<file path="src/include/sbp_pkg.sv">
// Constants, types and helpers for the six-bit port with direction control
package sbp_pkg;

   localparam int          SBP_W      = 6;
   localparam int          SBP_AW     = 12;
   localparam int          SBP_ACFG_W = 3;

   // Register indices; byte address is four times the index
   localparam logic [7:0]  IDX_DATA   = 8'h05;
   localparam logic [7:0]  IDX_DIR    = 8'h85;
   localparam logic [7:0]  IDX_ACFG   = 8'h9F;
   localparam logic [7:0]  IDX_SET    = 8'h06;
   localparam logic [7:0]  IDX_CLR    = 8'h07;

   localparam logic [5:0]  LATCH_RST  = 6'h00;
   localparam logic [5:0]  DIR_RST    = 6'h3F;
   localparam logic [2:0]  ACFG_RST   = 3'h0;

   localparam int          OD_BIT     = 4;
   localparam int          VREF_BIT   = 3;
   localparam int          SS_BIT     = 5;
   localparam logic [5:0]  OD_MASK    = 6'h10;
   localparam logic [5:0]  SS_MASK    = 6'h20;
   localparam logic [5:0]  ANA_ALL    = 6'h2F;
   localparam logic [5:0]  ANA_LOW4   = 6'h0F;
   localparam logic [5:0]  ANA_LOW3   = 6'h0B;
   localparam logic [5:0]  ANA_NONE   = 6'h00;

   localparam logic [1:0]  HTRANS_NONSEQ = 2'h2;
   localparam logic [31:0] RD_ZERO       = 32'h0000_0000;

   typedef enum logic [2:0] {
      ACC_NONE, ACC_DATA, ACC_DIR, ACC_ACFG, ACC_SET, ACC_CLR
   } sbp_acc_t;

   function automatic sbp_acc_t sbp_decode(input logic [SBP_AW-1:0] a);
      sbp_acc_t k;
      k = ACC_NONE;
      if (a[1:0] == 2'h0) begin
         case (a[9:2])
            IDX_DATA: k = ACC_DATA;
            IDX_DIR:  k = ACC_DIR;
            IDX_ACFG: k = ACC_ACFG;
            IDX_SET:  k = ACC_SET;
            IDX_CLR:  k = ACC_CLR;
            default:  k = ACC_NONE;
         endcase
      end
      if (a[SBP_AW-1:10] != 2'h0) k = ACC_NONE;
      return k;
   endfunction : sbp_decode

   // Analog selection: low bit of odd codes below six adds the reference input
   function automatic logic [5:0] sbp_ana_mask(input logic [2:0] c);
      case (c[2:1])
         2'h0:    return ANA_ALL;
         2'h1:    return ANA_LOW4;
         2'h2:    return ANA_LOW3;
         default: return ANA_NONE;
      endcase
   endfunction : sbp_ana_mask

endpackage : sbp_pkg

</file>
<file path="src/include/sbp_drive_if.sv">
// Carrier between port control and pad driver stage
`timescale 1ns/1ns
`default_nettype none
interface sbp_drive_if #(parameter int W = 6);
   logic [W-1:0] latch;
   logic [W-1:0] dir;
   logic [W-1:0] hold_in;
   logic [W-1:0] pad_out;
   logic [W-1:0] pad_oe;
   modport ctrl  (output latch, output dir, output hold_in,
                  input pad_out, input pad_oe);
   modport drive (input latch, input dir, input hold_in,
                  output pad_out, output pad_oe);
endinterface : sbp_drive_if
`default_nettype wire

</file>
<file path="src/rtl/sbp_pad_drive.sv">
// Registered pad driver stage for the six-bit port
`timescale 1ns/1ns
`default_nettype none
module sbp_pad_drive
   import sbp_pkg::*;
(
   input  wire logic  hclk,
   input  wire logic  hresetn,
   sbp_drive_if.drive dif
);

   logic [SBP_W-1:0] next_out;
   logic [SBP_W-1:0] next_oe;

   always_comb begin
      // Open-drain bit only ever pulls low
      next_out = dif.latch & ~OD_MASK;
      next_oe  = ~dif.dir & ~dif.hold_in & ~(OD_MASK & dif.latch);
   end

   always_ff @(posedge hclk or negedge hresetn) begin
      if (!hresetn) begin
         dif.pad_out <= LATCH_RST;
         dif.pad_oe  <= LATCH_RST;
      end else begin
         dif.pad_out <= next_out;
         dif.pad_oe  <= next_oe;
      end
   end

   chk_dir_hiz: assert property (@(posedge hclk) disable iff (!hresetn)
      ((dif.pad_oe & $past(dif.dir)) == 6'h00))
      else $error("pin driven while direction bit set");

   chk_drive_latch: assert property (@(posedge hclk)
      disable iff (!hresetn)
      (!dif.dir[0] && !dif.hold_in[0]) |=>
         (dif.pad_oe[0] && dif.pad_out[0] == $past(dif.latch[0])))
      else $error("output pin does not carry latch value");

   chk_open_drain: assert property (@(posedge hclk) disable iff (!hresetn)
      !dif.pad_out[OD_BIT] &&
         (!dif.pad_oe[OD_BIT] || !$past(dif.latch[OD_BIT])))
      else $error("open-drain bit drives high");

endmodule : sbp_pad_drive
`default_nettype wire

</file>
<file path="src/rtl/sbp_port.sv">
// Six-bit port with direction control, AHB-Lite register slave
// Function
// - Six-bit output data latch, one per pin
// - Set direction bit tri-states the pin
// - Clear direction bit drives latch onto pin
// - Data read returns pins; write updates latch
// - Set and clear writes are read-modify-write of pin levels
// - Bit 4 open-drain, Schmitt; others push-pull
// - Bit 4 feeds timer zero external clock
// - Bits 0-3, 5 selectable as analog inputs
// - Bit 3 selectable as analog reference input
// - Bit 5 feeds serial port slave select
// - After reset, analog pins read zero
// - Enabled alternate function removes pin from GPIO
`timescale 1ns/1ns
`default_nettype none
module sbp_port
   import sbp_pkg::*;
(
   input  wire logic        hclk,
   input  wire logic        hresetn,
   input  wire logic        hsel,
   input  wire logic [11:0] haddr,
   input  wire logic [1:0]  htrans,
   input  wire logic        hwrite,
   input  wire logic [2:0]  hsize,
   input  wire logic [31:0] hwdata,
   input  wire logic        hready,
   output logic             hreadyout,
   output logic             hresp,
   output logic [31:0]      hrdata,
   input  wire logic [5:0]  pin_in,
   output logic [5:0]       pin_out,
   output logic [5:0]       pin_oe,
   input  wire logic        timer_clk_enable,
   input  wire logic        slave_select_enable,
   output logic             timer_zero_external_clock,
   output logic             slave_select_in,
   output logic [5:0]       analog_enable,
   output logic             vref_enable
);

   sbp_drive_if #(.W(SBP_W)) dif ();

   logic [SBP_W-1:0]      latch;
   logic [SBP_W-1:0]      dir;
   logic [SBP_ACFG_W-1:0] acfg;
   logic [SBP_W-1:0]      pin_sample;
   logic [SBP_W-1:0]      pin_read;
   logic [SBP_W-1:0]      next_latch;
   logic [SBP_W-1:0]      next_dir;
   logic [SBP_ACFG_W-1:0] next_acfg;
   logic [31:0]           next_rdata;
   logic                  addr_valid;
   sbp_acc_t              addr_acc;
   sbp_acc_t              wr_acc;
   sbp_acc_t              rd_acc;

   // Address phase
   assign addr_valid = hsel && hready && (htrans == HTRANS_NONSEQ
                       || htrans == 2'h3);
   assign addr_acc   = sbp_decode(haddr);

   // Only whole-word transfers are issued; hsize is not checked
   always_ff @(posedge hclk or negedge hresetn) begin
      if (!hresetn) begin
         wr_acc <= ACC_NONE;
         rd_acc <= ACC_NONE;
      end else begin
         wr_acc <= (addr_valid && hwrite) ? addr_acc : ACC_NONE;
         rd_acc <= (addr_valid && !hwrite) ? addr_acc : ACC_NONE;
      end
   end

   // Zero wait states, always OKAY
   always_ff @(posedge hclk or negedge hresetn) begin
      if (!hresetn) begin
         hreadyout <= 1'b1;
         hresp     <= 1'b0;
      end else begin
         hreadyout <= 1'b1;
         hresp     <= 1'b0;
      end
   end

   // Pins are synchronous; one register stage to the read path
   always_ff @(posedge hclk or negedge hresetn) begin
      if (!hresetn) begin
         pin_sample <= LATCH_RST;
      end else begin
         pin_sample <= pin_in;
      end
   end

   // Analog-selected pins read as zero on the digital path
   assign pin_read = pin_sample & ~analog_enable;

   // Data-phase writes; set and clear writes use registered pin levels
   always_comb begin
      next_latch = latch;
      next_dir   = dir;
      next_acfg  = acfg;
      case (wr_acc)
         ACC_DATA: begin
            next_latch = hwdata[SBP_W-1:0];
         end
         ACC_SET: begin
            next_latch = pin_read | hwdata[SBP_W-1:0];
         end
         ACC_CLR: begin
            next_latch = pin_read & ~hwdata[SBP_W-1:0];
         end
         ACC_DIR: begin
            next_dir = hwdata[SBP_W-1:0];
         end
         ACC_ACFG: begin
            next_acfg = hwdata[SBP_ACFG_W-1:0];
         end
         default: begin
            next_latch = latch;
         end
      endcase
   end

   always_ff @(posedge hclk or negedge hresetn) begin
      if (!hresetn) begin
         latch <= LATCH_RST;
      end else begin
         latch <= next_latch;
      end
   end

   always_ff @(posedge hclk or negedge hresetn) begin
      if (!hresetn) begin
         dir <= DIR_RST;
      end else begin
         dir <= next_dir;
      end
   end

   always_ff @(posedge hclk or negedge hresetn) begin
      if (!hresetn) begin
         acfg <= ACFG_RST;
      end else begin
         acfg <= next_acfg;
      end
   end

   // Read mux uses next register values so a read right after a write is fresh; data reads return sampled pins
   always_comb begin
      next_rdata = RD_ZERO;
      case (addr_acc)
         ACC_DATA: next_rdata[SBP_W-1:0] = pin_read;
         ACC_DIR:  next_rdata[SBP_W-1:0] = next_dir;
         ACC_ACFG: next_rdata[SBP_ACFG_W-1:0] = next_acfg;
         ACC_SET:  next_rdata[SBP_W-1:0] = next_latch;
         ACC_CLR:  next_rdata[SBP_W-1:0] = next_latch;
         default:  next_rdata = RD_ZERO;
      endcase
   end

   always_ff @(posedge hclk or negedge hresetn) begin
      if (!hresetn) begin
         hrdata <= RD_ZERO;
      end else if (addr_valid && !hwrite) begin
         hrdata <= next_rdata;
      end else begin
         hrdata <= RD_ZERO;
      end
   end

   // Analog routing follows the configuration register
   always_ff @(posedge hclk or negedge hresetn) begin
      if (!hresetn) begin
         analog_enable <= ANA_ALL;
         vref_enable   <= 1'b0;
      end else begin
         analog_enable <= sbp_ana_mask(acfg);
         vref_enable   <= acfg[0] && (sbp_ana_mask(acfg) != ANA_NONE);
      end
   end

   // Alternate inputs always see the pin; Schmitt input is in the pad
   always_ff @(posedge hclk or negedge hresetn) begin
      if (!hresetn) begin
         timer_zero_external_clock <= 1'b0;
         slave_select_in           <= 1'b0;
      end else begin
         timer_zero_external_clock <= pin_in[OD_BIT];
         slave_select_in           <= pin_in[SS_BIT];
      end
   end

   // Direction still acts in analog mode; software keeps it set
   assign dif.latch   = latch;
   assign dif.dir     = dir;
   assign dif.hold_in = (timer_clk_enable ? OD_MASK : LATCH_RST)
                      | (slave_select_enable ? SS_MASK : LATCH_RST);

   sbp_pad_drive u_pad (
      .hclk    (hclk),
      .hresetn (hresetn),
      .dif     (dif)
   );

   assign pin_out = dif.pad_out;
   assign pin_oe  = dif.pad_oe;

   chk_read_upper: assert property (@(posedge hclk)
      disable iff (!hresetn)
      (rd_acc == ACC_DATA || rd_acc == ACC_DIR) |-> hrdata[31:6] == 26'h0)
      else $error("unimplemented port bits read nonzero");

   chk_data_read: assert property (@(posedge hclk)
      disable iff (!hresetn)
      (rd_acc == ACC_DATA) |->
         hrdata[5:0] == ($past(pin_sample) & ~$past(analog_enable)))
      else $error("data read does not return pin levels");

   chk_data_write: assert property (@(posedge hclk)
      disable iff (!hresetn)
      (wr_acc == ACC_DATA) |=> latch == $past(hwdata[5:0]) ##1
         (pin_out[0] == latch[0] || dir[0] || pin_oe[0] == 1'b0))
      else $error("data write did not reach the latch");

   chk_rmw_set: assert property (@(posedge hclk)
      disable iff (!hresetn)
      (wr_acc == ACC_SET) |=>
         latch == ($past(pin_read) | $past(hwdata[5:0])))
      else $error("set write is not read-modify-write");

   chk_rmw_clear: assert property (@(posedge hclk)
      disable iff (!hresetn)
      (wr_acc == ACC_CLR) |=>
         latch == ($past(pin_read) & ~$past(hwdata[5:0])))
      else $error("clear write is not read-modify-write");

   chk_analog_zero: assert property (@(posedge hclk)
      disable iff (!hresetn)
      (rd_acc == ACC_DATA) |->
         (hrdata[5:0] & $past(analog_enable)) == 6'h00)
      else $error("analog pin reads nonzero");

   chk_analog_map: assert property (@(posedge hclk)
      disable iff (!hresetn)
      (acfg == 3'h0) |=> analog_enable == 6'h2F)
      else $error("analog selection wrong for code zero");

   chk_vref_pin: assert property (@(posedge hclk)
      disable iff (!hresetn)
      vref_enable |-> analog_enable[VREF_BIT] && $past(acfg[0]))
      else $error("reference on a non-analog pin");

   chk_timer_clk: assert property (@(posedge hclk)
      disable iff (!hresetn)
      timer_zero_external_clock == pin_sample[OD_BIT])
      else $error("timer clock not following bit 4 pin");

   chk_slave_sel: assert property (@(posedge hclk)
      disable iff (!hresetn)
      slave_select_in == pin_sample[SS_BIT])
      else $error("slave select not following bit 5 pin");

   chk_alt_hold: assert property (@(posedge hclk)
      disable iff (!hresetn)
      (slave_select_enable && timer_clk_enable) |=>
         !pin_oe[SS_BIT] && !pin_oe[OD_BIT])
      else $error("pin driven while alternate function enabled");

   chk_latch_drive: assert property (@(posedge hclk)
      disable iff (!hresetn)
      (!dir[1] && wr_acc == ACC_DATA) |=> ##1
         (pin_oe[1] || dir[1]) && pin_out[1] == $past(latch[1]))
      else $error("latched value not driven on output pin");

   // Bus side: fixed answer, read data only in its data phase
   chk_bus_okay: assert property (@(posedge hclk)
      disable iff (!hresetn)
      hreadyout && !hresp)
      else $error("bus answer not ready and okay");

   chk_read_idle: assert property (@(posedge hclk)
      disable iff (!hresetn)
      !(addr_valid && !hwrite) |=> hrdata == RD_ZERO)
      else $error("read data outside its data phase");

   chk_data_only: assert property (@(posedge hclk)
      disable iff (!hresetn)
      (wr_acc == ACC_DATA) |=> $stable(dir) && $stable(acfg))
      else $error("data write touched other registers");

   chk_dir_write: assert property (@(posedge hclk)
      disable iff (!hresetn)
      (wr_acc == ACC_DIR) |=> dir == $past(hwdata[5:0]))
      else $error("direction write did not land");

   chk_acfg_write: assert property (@(posedge hclk)
      disable iff (!hresetn)
      (wr_acc == ACC_ACFG) |=> acfg == $past(hwdata[2:0]))
      else $error("analog configuration write did not land");

   // Routing follows the configuration one cycle late
   chk_analog_low4: assert property (@(posedge hclk)
      disable iff (!hresetn)
      (acfg[2:1] == 2'h1) |=> analog_enable == ANA_LOW4)
      else $error("analog selection wrong for code one");

   chk_analog_low3: assert property (@(posedge hclk)
      disable iff (!hresetn)
      (acfg[2:1] == 2'h2) |=> analog_enable == ANA_LOW3)
      else $error("analog selection wrong for code two");

   chk_analog_none: assert property (@(posedge hclk)
      disable iff (!hresetn)
      (acfg[2:1] == 2'h3) |=> analog_enable == ANA_NONE)
      else $error("analog selection wrong for digital code");

   chk_vref_on: assert property (@(posedge hclk)
      disable iff (!hresetn)
      (acfg[0] && acfg[2:1] != 2'h3) |=> vref_enable)
      else $error("reference input not selected");

   // Pin release under alternate functions and open drain
   chk_timer_release: assert property (@(posedge hclk)
      disable iff (!hresetn)
      timer_clk_enable |=> !pin_oe[OD_BIT])
      else $error("timer clock pin driven while in use");

   chk_ss_release: assert property (@(posedge hclk)
      disable iff (!hresetn)
      slave_select_enable |=> !pin_oe[SS_BIT])
      else $error("slave select pin driven while in use");

   chk_od_release: assert property (@(posedge hclk)
      disable iff (!hresetn)
      latch[OD_BIT] |=> !pin_oe[OD_BIT])
      else $error("open-drain pin driven for a high level");

endmodule : sbp_port
`default_nettype wire

</file>
<file path="config.mk">
export PLATFORM = sky130hd
export DESIGN_NAME = sbp_port
export DESIGN_NICKNAME = d
export VERILOG_FILES = /design/src/include/sbp_pkg.sv /design/src/include/sbp_drive_if.sv /design/src/rtl/sbp_pad_drive.sv /design/src/rtl/sbp_port.sv
export SDC_FILE = /design/constraint.sdc
export NUM_CORES = 1
export LEC_CHECK = 0
export ABC_AREA = 1
export BUFFER_PORTS_ARGS = -buffer_cell sky130_fd_sc_hd__buf_2
export CAP_MARGIN = 10
export CORE_MARGIN = 1.5
export CORE_UTILIZATION = 48
export DETAILED_ROUTE_END_ITERATION = 10
export PLACE_DENSITY = 0.91
export SYNTH_ARGS = -nofsm -noshare
export SYNTH_HDL_FRONTEND = slang
export SYNTH_SLANG_ARGS = --single-unit
export TNS_END_PERCENT = 10
</file>
<file path="constraint.sdc">
create_clock -name hclk -period 3.16 [get_ports hclk]
set_input_delay 0.316 -clock hclk [delete_from_list [all_inputs] [get_ports hclk]]
set_output_delay 0.316 -clock hclk [all_outputs]
set_load 0.01 [all_outputs]
</file>
==> results.txt <==
----------------------------------------------------
[Synth]
  Number of flops mapped to enable cells by yosys ... 0
  Post-synthesis average cell area ... roughly 8.5 µm²
  Share of synthesized flip-flops with an asynchronous set or reset ... between 90% and 100%
  Number of synthesized register bits ... 45
  Complex-gate fraction of the synthesized area ... 4.052%
  Count of yosys warnings during synthesis ... 0
  Gate count of the mapped netlist ... around 260
  Synthesized-area fraction occupied by xor and xnor cells ... 0%
  Sequential share of the synthesized area ... roughly half
  Combined area of all synthesized cells ... approximately 0.0022 mm²
  Multiplexer share of the synthesized area ... 0.5065%
  Number of library cell types mapped by synthesis ... 26
  Leading register cell type out of synthesis ... dfrtp_1
  Adder and majority cell fraction of the synthesized area ... 0%
  Combinational family with the most area after synthesis ... simple AND/OR/NAND/NOR gates
  Fraction of the mapped netlist area in simple logic gates ... a little over a quarter

[Power]
  Worst VDD drop ... around 0.14 mV
  Total Power Consumption ... about 0.0010 W
  Pwr Density ... around 400 mW/mm²
  Leak ... between 1 and 1.5 nW

[STA]
  Final sum of negative setup slack ... 0 ns
  Highest attainable clock frequency ... between 600 and 700 MHz
  Count of final hold-check violations ... 0
  Count of final max-slew check failures ... 0
  Setup Skew ... 0.004957 ns
  Time the final worst path needs with I/O delays and setup ... 1.558 ns
  Worst slew margin relative to its limit ... a little under two fifths
  Actual transition at the worst max-transition pin ... approximately 0.94 ns
  Final setup violating endpoints ... 0
  Setup slack of the critical path after layout ... 1.602 ns
  Crit share post-route ... 49.31%
  Unrepaired setup endpoints after global routing ... false

[Floorplanning]
  Placement row count ... 24
  Initial Util ... between 50% and 60%
  Area of the die ... around 0.0050 mm²
  Horiz. Die Dim ... a little over 70 µm
  Vert. Die Dim ... a little over 70 µm
  Core area ... about 0.0044 mm²
  I/O pin cnt ... roughly 120

[Clock network]
  CTS sink count ... 45
  Worst-case clock buffer depth ... 2
  Later-pin clock latency in the skew report ... between 0.2 and 0.3 ns
  Clock root cell ... clkbuf_8
  Post-CTS clock slew at the launch and capture registers of the worst setup and hold paths ... approximately 0.08 ns
  Post-CTS setup buffers ... 0
  H-tree level count ... 2
  Clock tree from TritonCTS ... done
  Post-CTS resize count ... 0
  CTS Hold Buffers Added ... 0
  Number of CTS-inserted buffers ... 5

[Cells and area]
  Multi-input combinational cell area ... 818.3 µm²
  Most common cell after layout, fill and taps aside ... nand2_1
  Final cell count without fillers ... 373
  Commonest non-fill, non-tap cells in the layout ... nand2_1, buf_2, dfrtp_1
  Final layout net count ... between 300 and 400
  Sequential Area ... about 0.0011 mm²
  Area growth syn-to-layout ... 13.11%
  Antenna diode count ... 0
  Filler cells ... ~400
  Fraction of final layout cells with drive strength greater than 1 ... roughly 29%

[Detailed routing]
  Count of nets left with antenna violations after detail routing ... 0
  Post-DR wirelength/cell ... 10.95 µm
  Detailed-route wire length ... between 4 and 5 mm
  First-pass DRT Iterations ... 4
  Initial DRC Count ... 87
  Number of design rule violations left after detail routing ... 0
  Number of vias in the routed layout ... between 1,500 and 2,000
  Detail-routed via count per cell ... 4.507

[GRT]
  Largest net degree at the start of global routing ... 46
  Global-route wire length before repair ... 6.831 mm
  Number of antenna violations at the first check in global routing ... 0
  Grt total ovfl ... 0
  Number of global-route vias before repair ... roughly 1,500
  All-Layer GR Usage ... 17.24%

[Setup path]
  CP Launch Type ... register
  Worst endpoint required time ... between 3 and 4 ns
  Endpoint class of the critical path ... register
  Data arrival time of the critical path ... roughly 1.7 ns
  Critical path class ... register to register
  Worst Path Max Fanout ... 11

[Placement]
  Total placed cells including tap cells ... approximately 370
  Final weighted congestion in routability-driven placement ... ~0.87
  HPWL reported at the end of detailed placement ... 3.159 mm
  Buffers on Ports ... 56
  Pre-CTS setup slack ... 1.618 ns

[Flow run]
  Number of max-cap violations ... 0

[Worst hold path]
  Class of the most critical hold timing path ... primary input to register

[Run status]
  Run status ... finished clean

----------------------------------------------------
-- state kept, by name, indices dropped and copies added (netlist names) --
signal	cells
acfg	3
analog_enable	3
dif.dir	6
dif.latch	6
hrdata	6
pin_sample	6
u_pad.dif.pad_oe	6
u_pad.dif.pad_out	5
vref_enable	1
wr_acc	3
-- critical path: stages, from the launching register on --
cell and delay (ns):
dfrtp_1 0.40, inv_2 0.09, nand3_1 0.33, mux2_2 0.41, a21oi_1 0.17, nor2_1 0.05
-- layer usage --
| metal | up-vias | routed length [µm] | track usage [%] |
|---|---|---|---|
| met5 | - | 0 | 0 |
| met4 | 0 | 149 | 8.386 |
| met3 | 13 | 217 | 4.131 |
| met2 | 59 | 2067 | 28.87 |
| met1 | 755 | 1650 | 20.87 |
| li1 | 854 | - | - |
-- layout make-up --
cell class	count	share of cell area, %
Clock buffer	7	3.433
Timing Repair Buffer	56	11.14
Multi-Input combinational cell	179	32.54
Sequential cell	45	45.22
Tap cell	52	2.587
Inverter	34	5.075
-- metrics by stage --
| stage | instance area (µm²) | utilization, % | hold WS (ns) |
|---|---|---|---|
| finish | 2515 | 56.97 | 0.1255 |
| global route | 2515 | 56.97 | 0.1121 |
| CTS | 2515 | 56.97 | 0.1212 |
| detailed placement | 2429 | 55.02 | 0.3647 |
| global placement | 2429 | 55.02 | 0.3654 |
| floorplan | 2328 | - | 0.02041 |
-- Yosys cell counts, types with 4 or more instances --
cell	n	share of area, %
nand2_1	65	11
dfrtp_1	36	41
buf_4	32	11
inv_1	29	4.9
nor2_1	27	4.6
nand3_1	17	3.8
a21oi_1	9	2.0
dfstp_2	9	11
o21ai_1	6	1.4
inv_2	5	0.84
nand2_2	4	1.1
-- final timing paths --
kind                       depth (start not counted)                             end                   start  slack, ns
min in group asynchronous                          1          dif.latch[1]$_DFF_PN0_                 hresetn       0.17
setup reg to reg                                   5             hrdata[5]$_DFF_PN0_     wr_acc[2]$_DFF_PN0_       1.60
hold / removal                                     1         pin_sample[2]$_DFF_PN0_               pin_in[2]       0.13
hold reg to reg                                    0  u_pad.dif.pad_out[5]$_DFF_PN0_  dif.latch[5]$_DFF_PN0_       0.38
max in group asynchronous                          1             hrdata[1]$_DFF_PN0_                 hresetn       2.41
setup / recovery                                   5             hrdata[5]$_DFF_PN0_     wr_acc[2]$_DFF_PN0_       1.60
-- logic make-up after synthesis --
group | count (synthesis)
buf+inv | 67
compound gates | 18
simple gates | 130
mux | 1
other cells | 2
flops | 45
-- power by group --
| group | internal [W] | switching (W) | total (W) |
|---|---|---|---|
| Clock | 0.000173 | 0.000171 | 0.000345 |
| Combinational | 0.0000245 | 0.0000565 | 0.0000810 |
| Sequential | 0.000585 | 0.00000246 | 0.000587 |
Note: power is estimated with default switching activity, not from simulation.
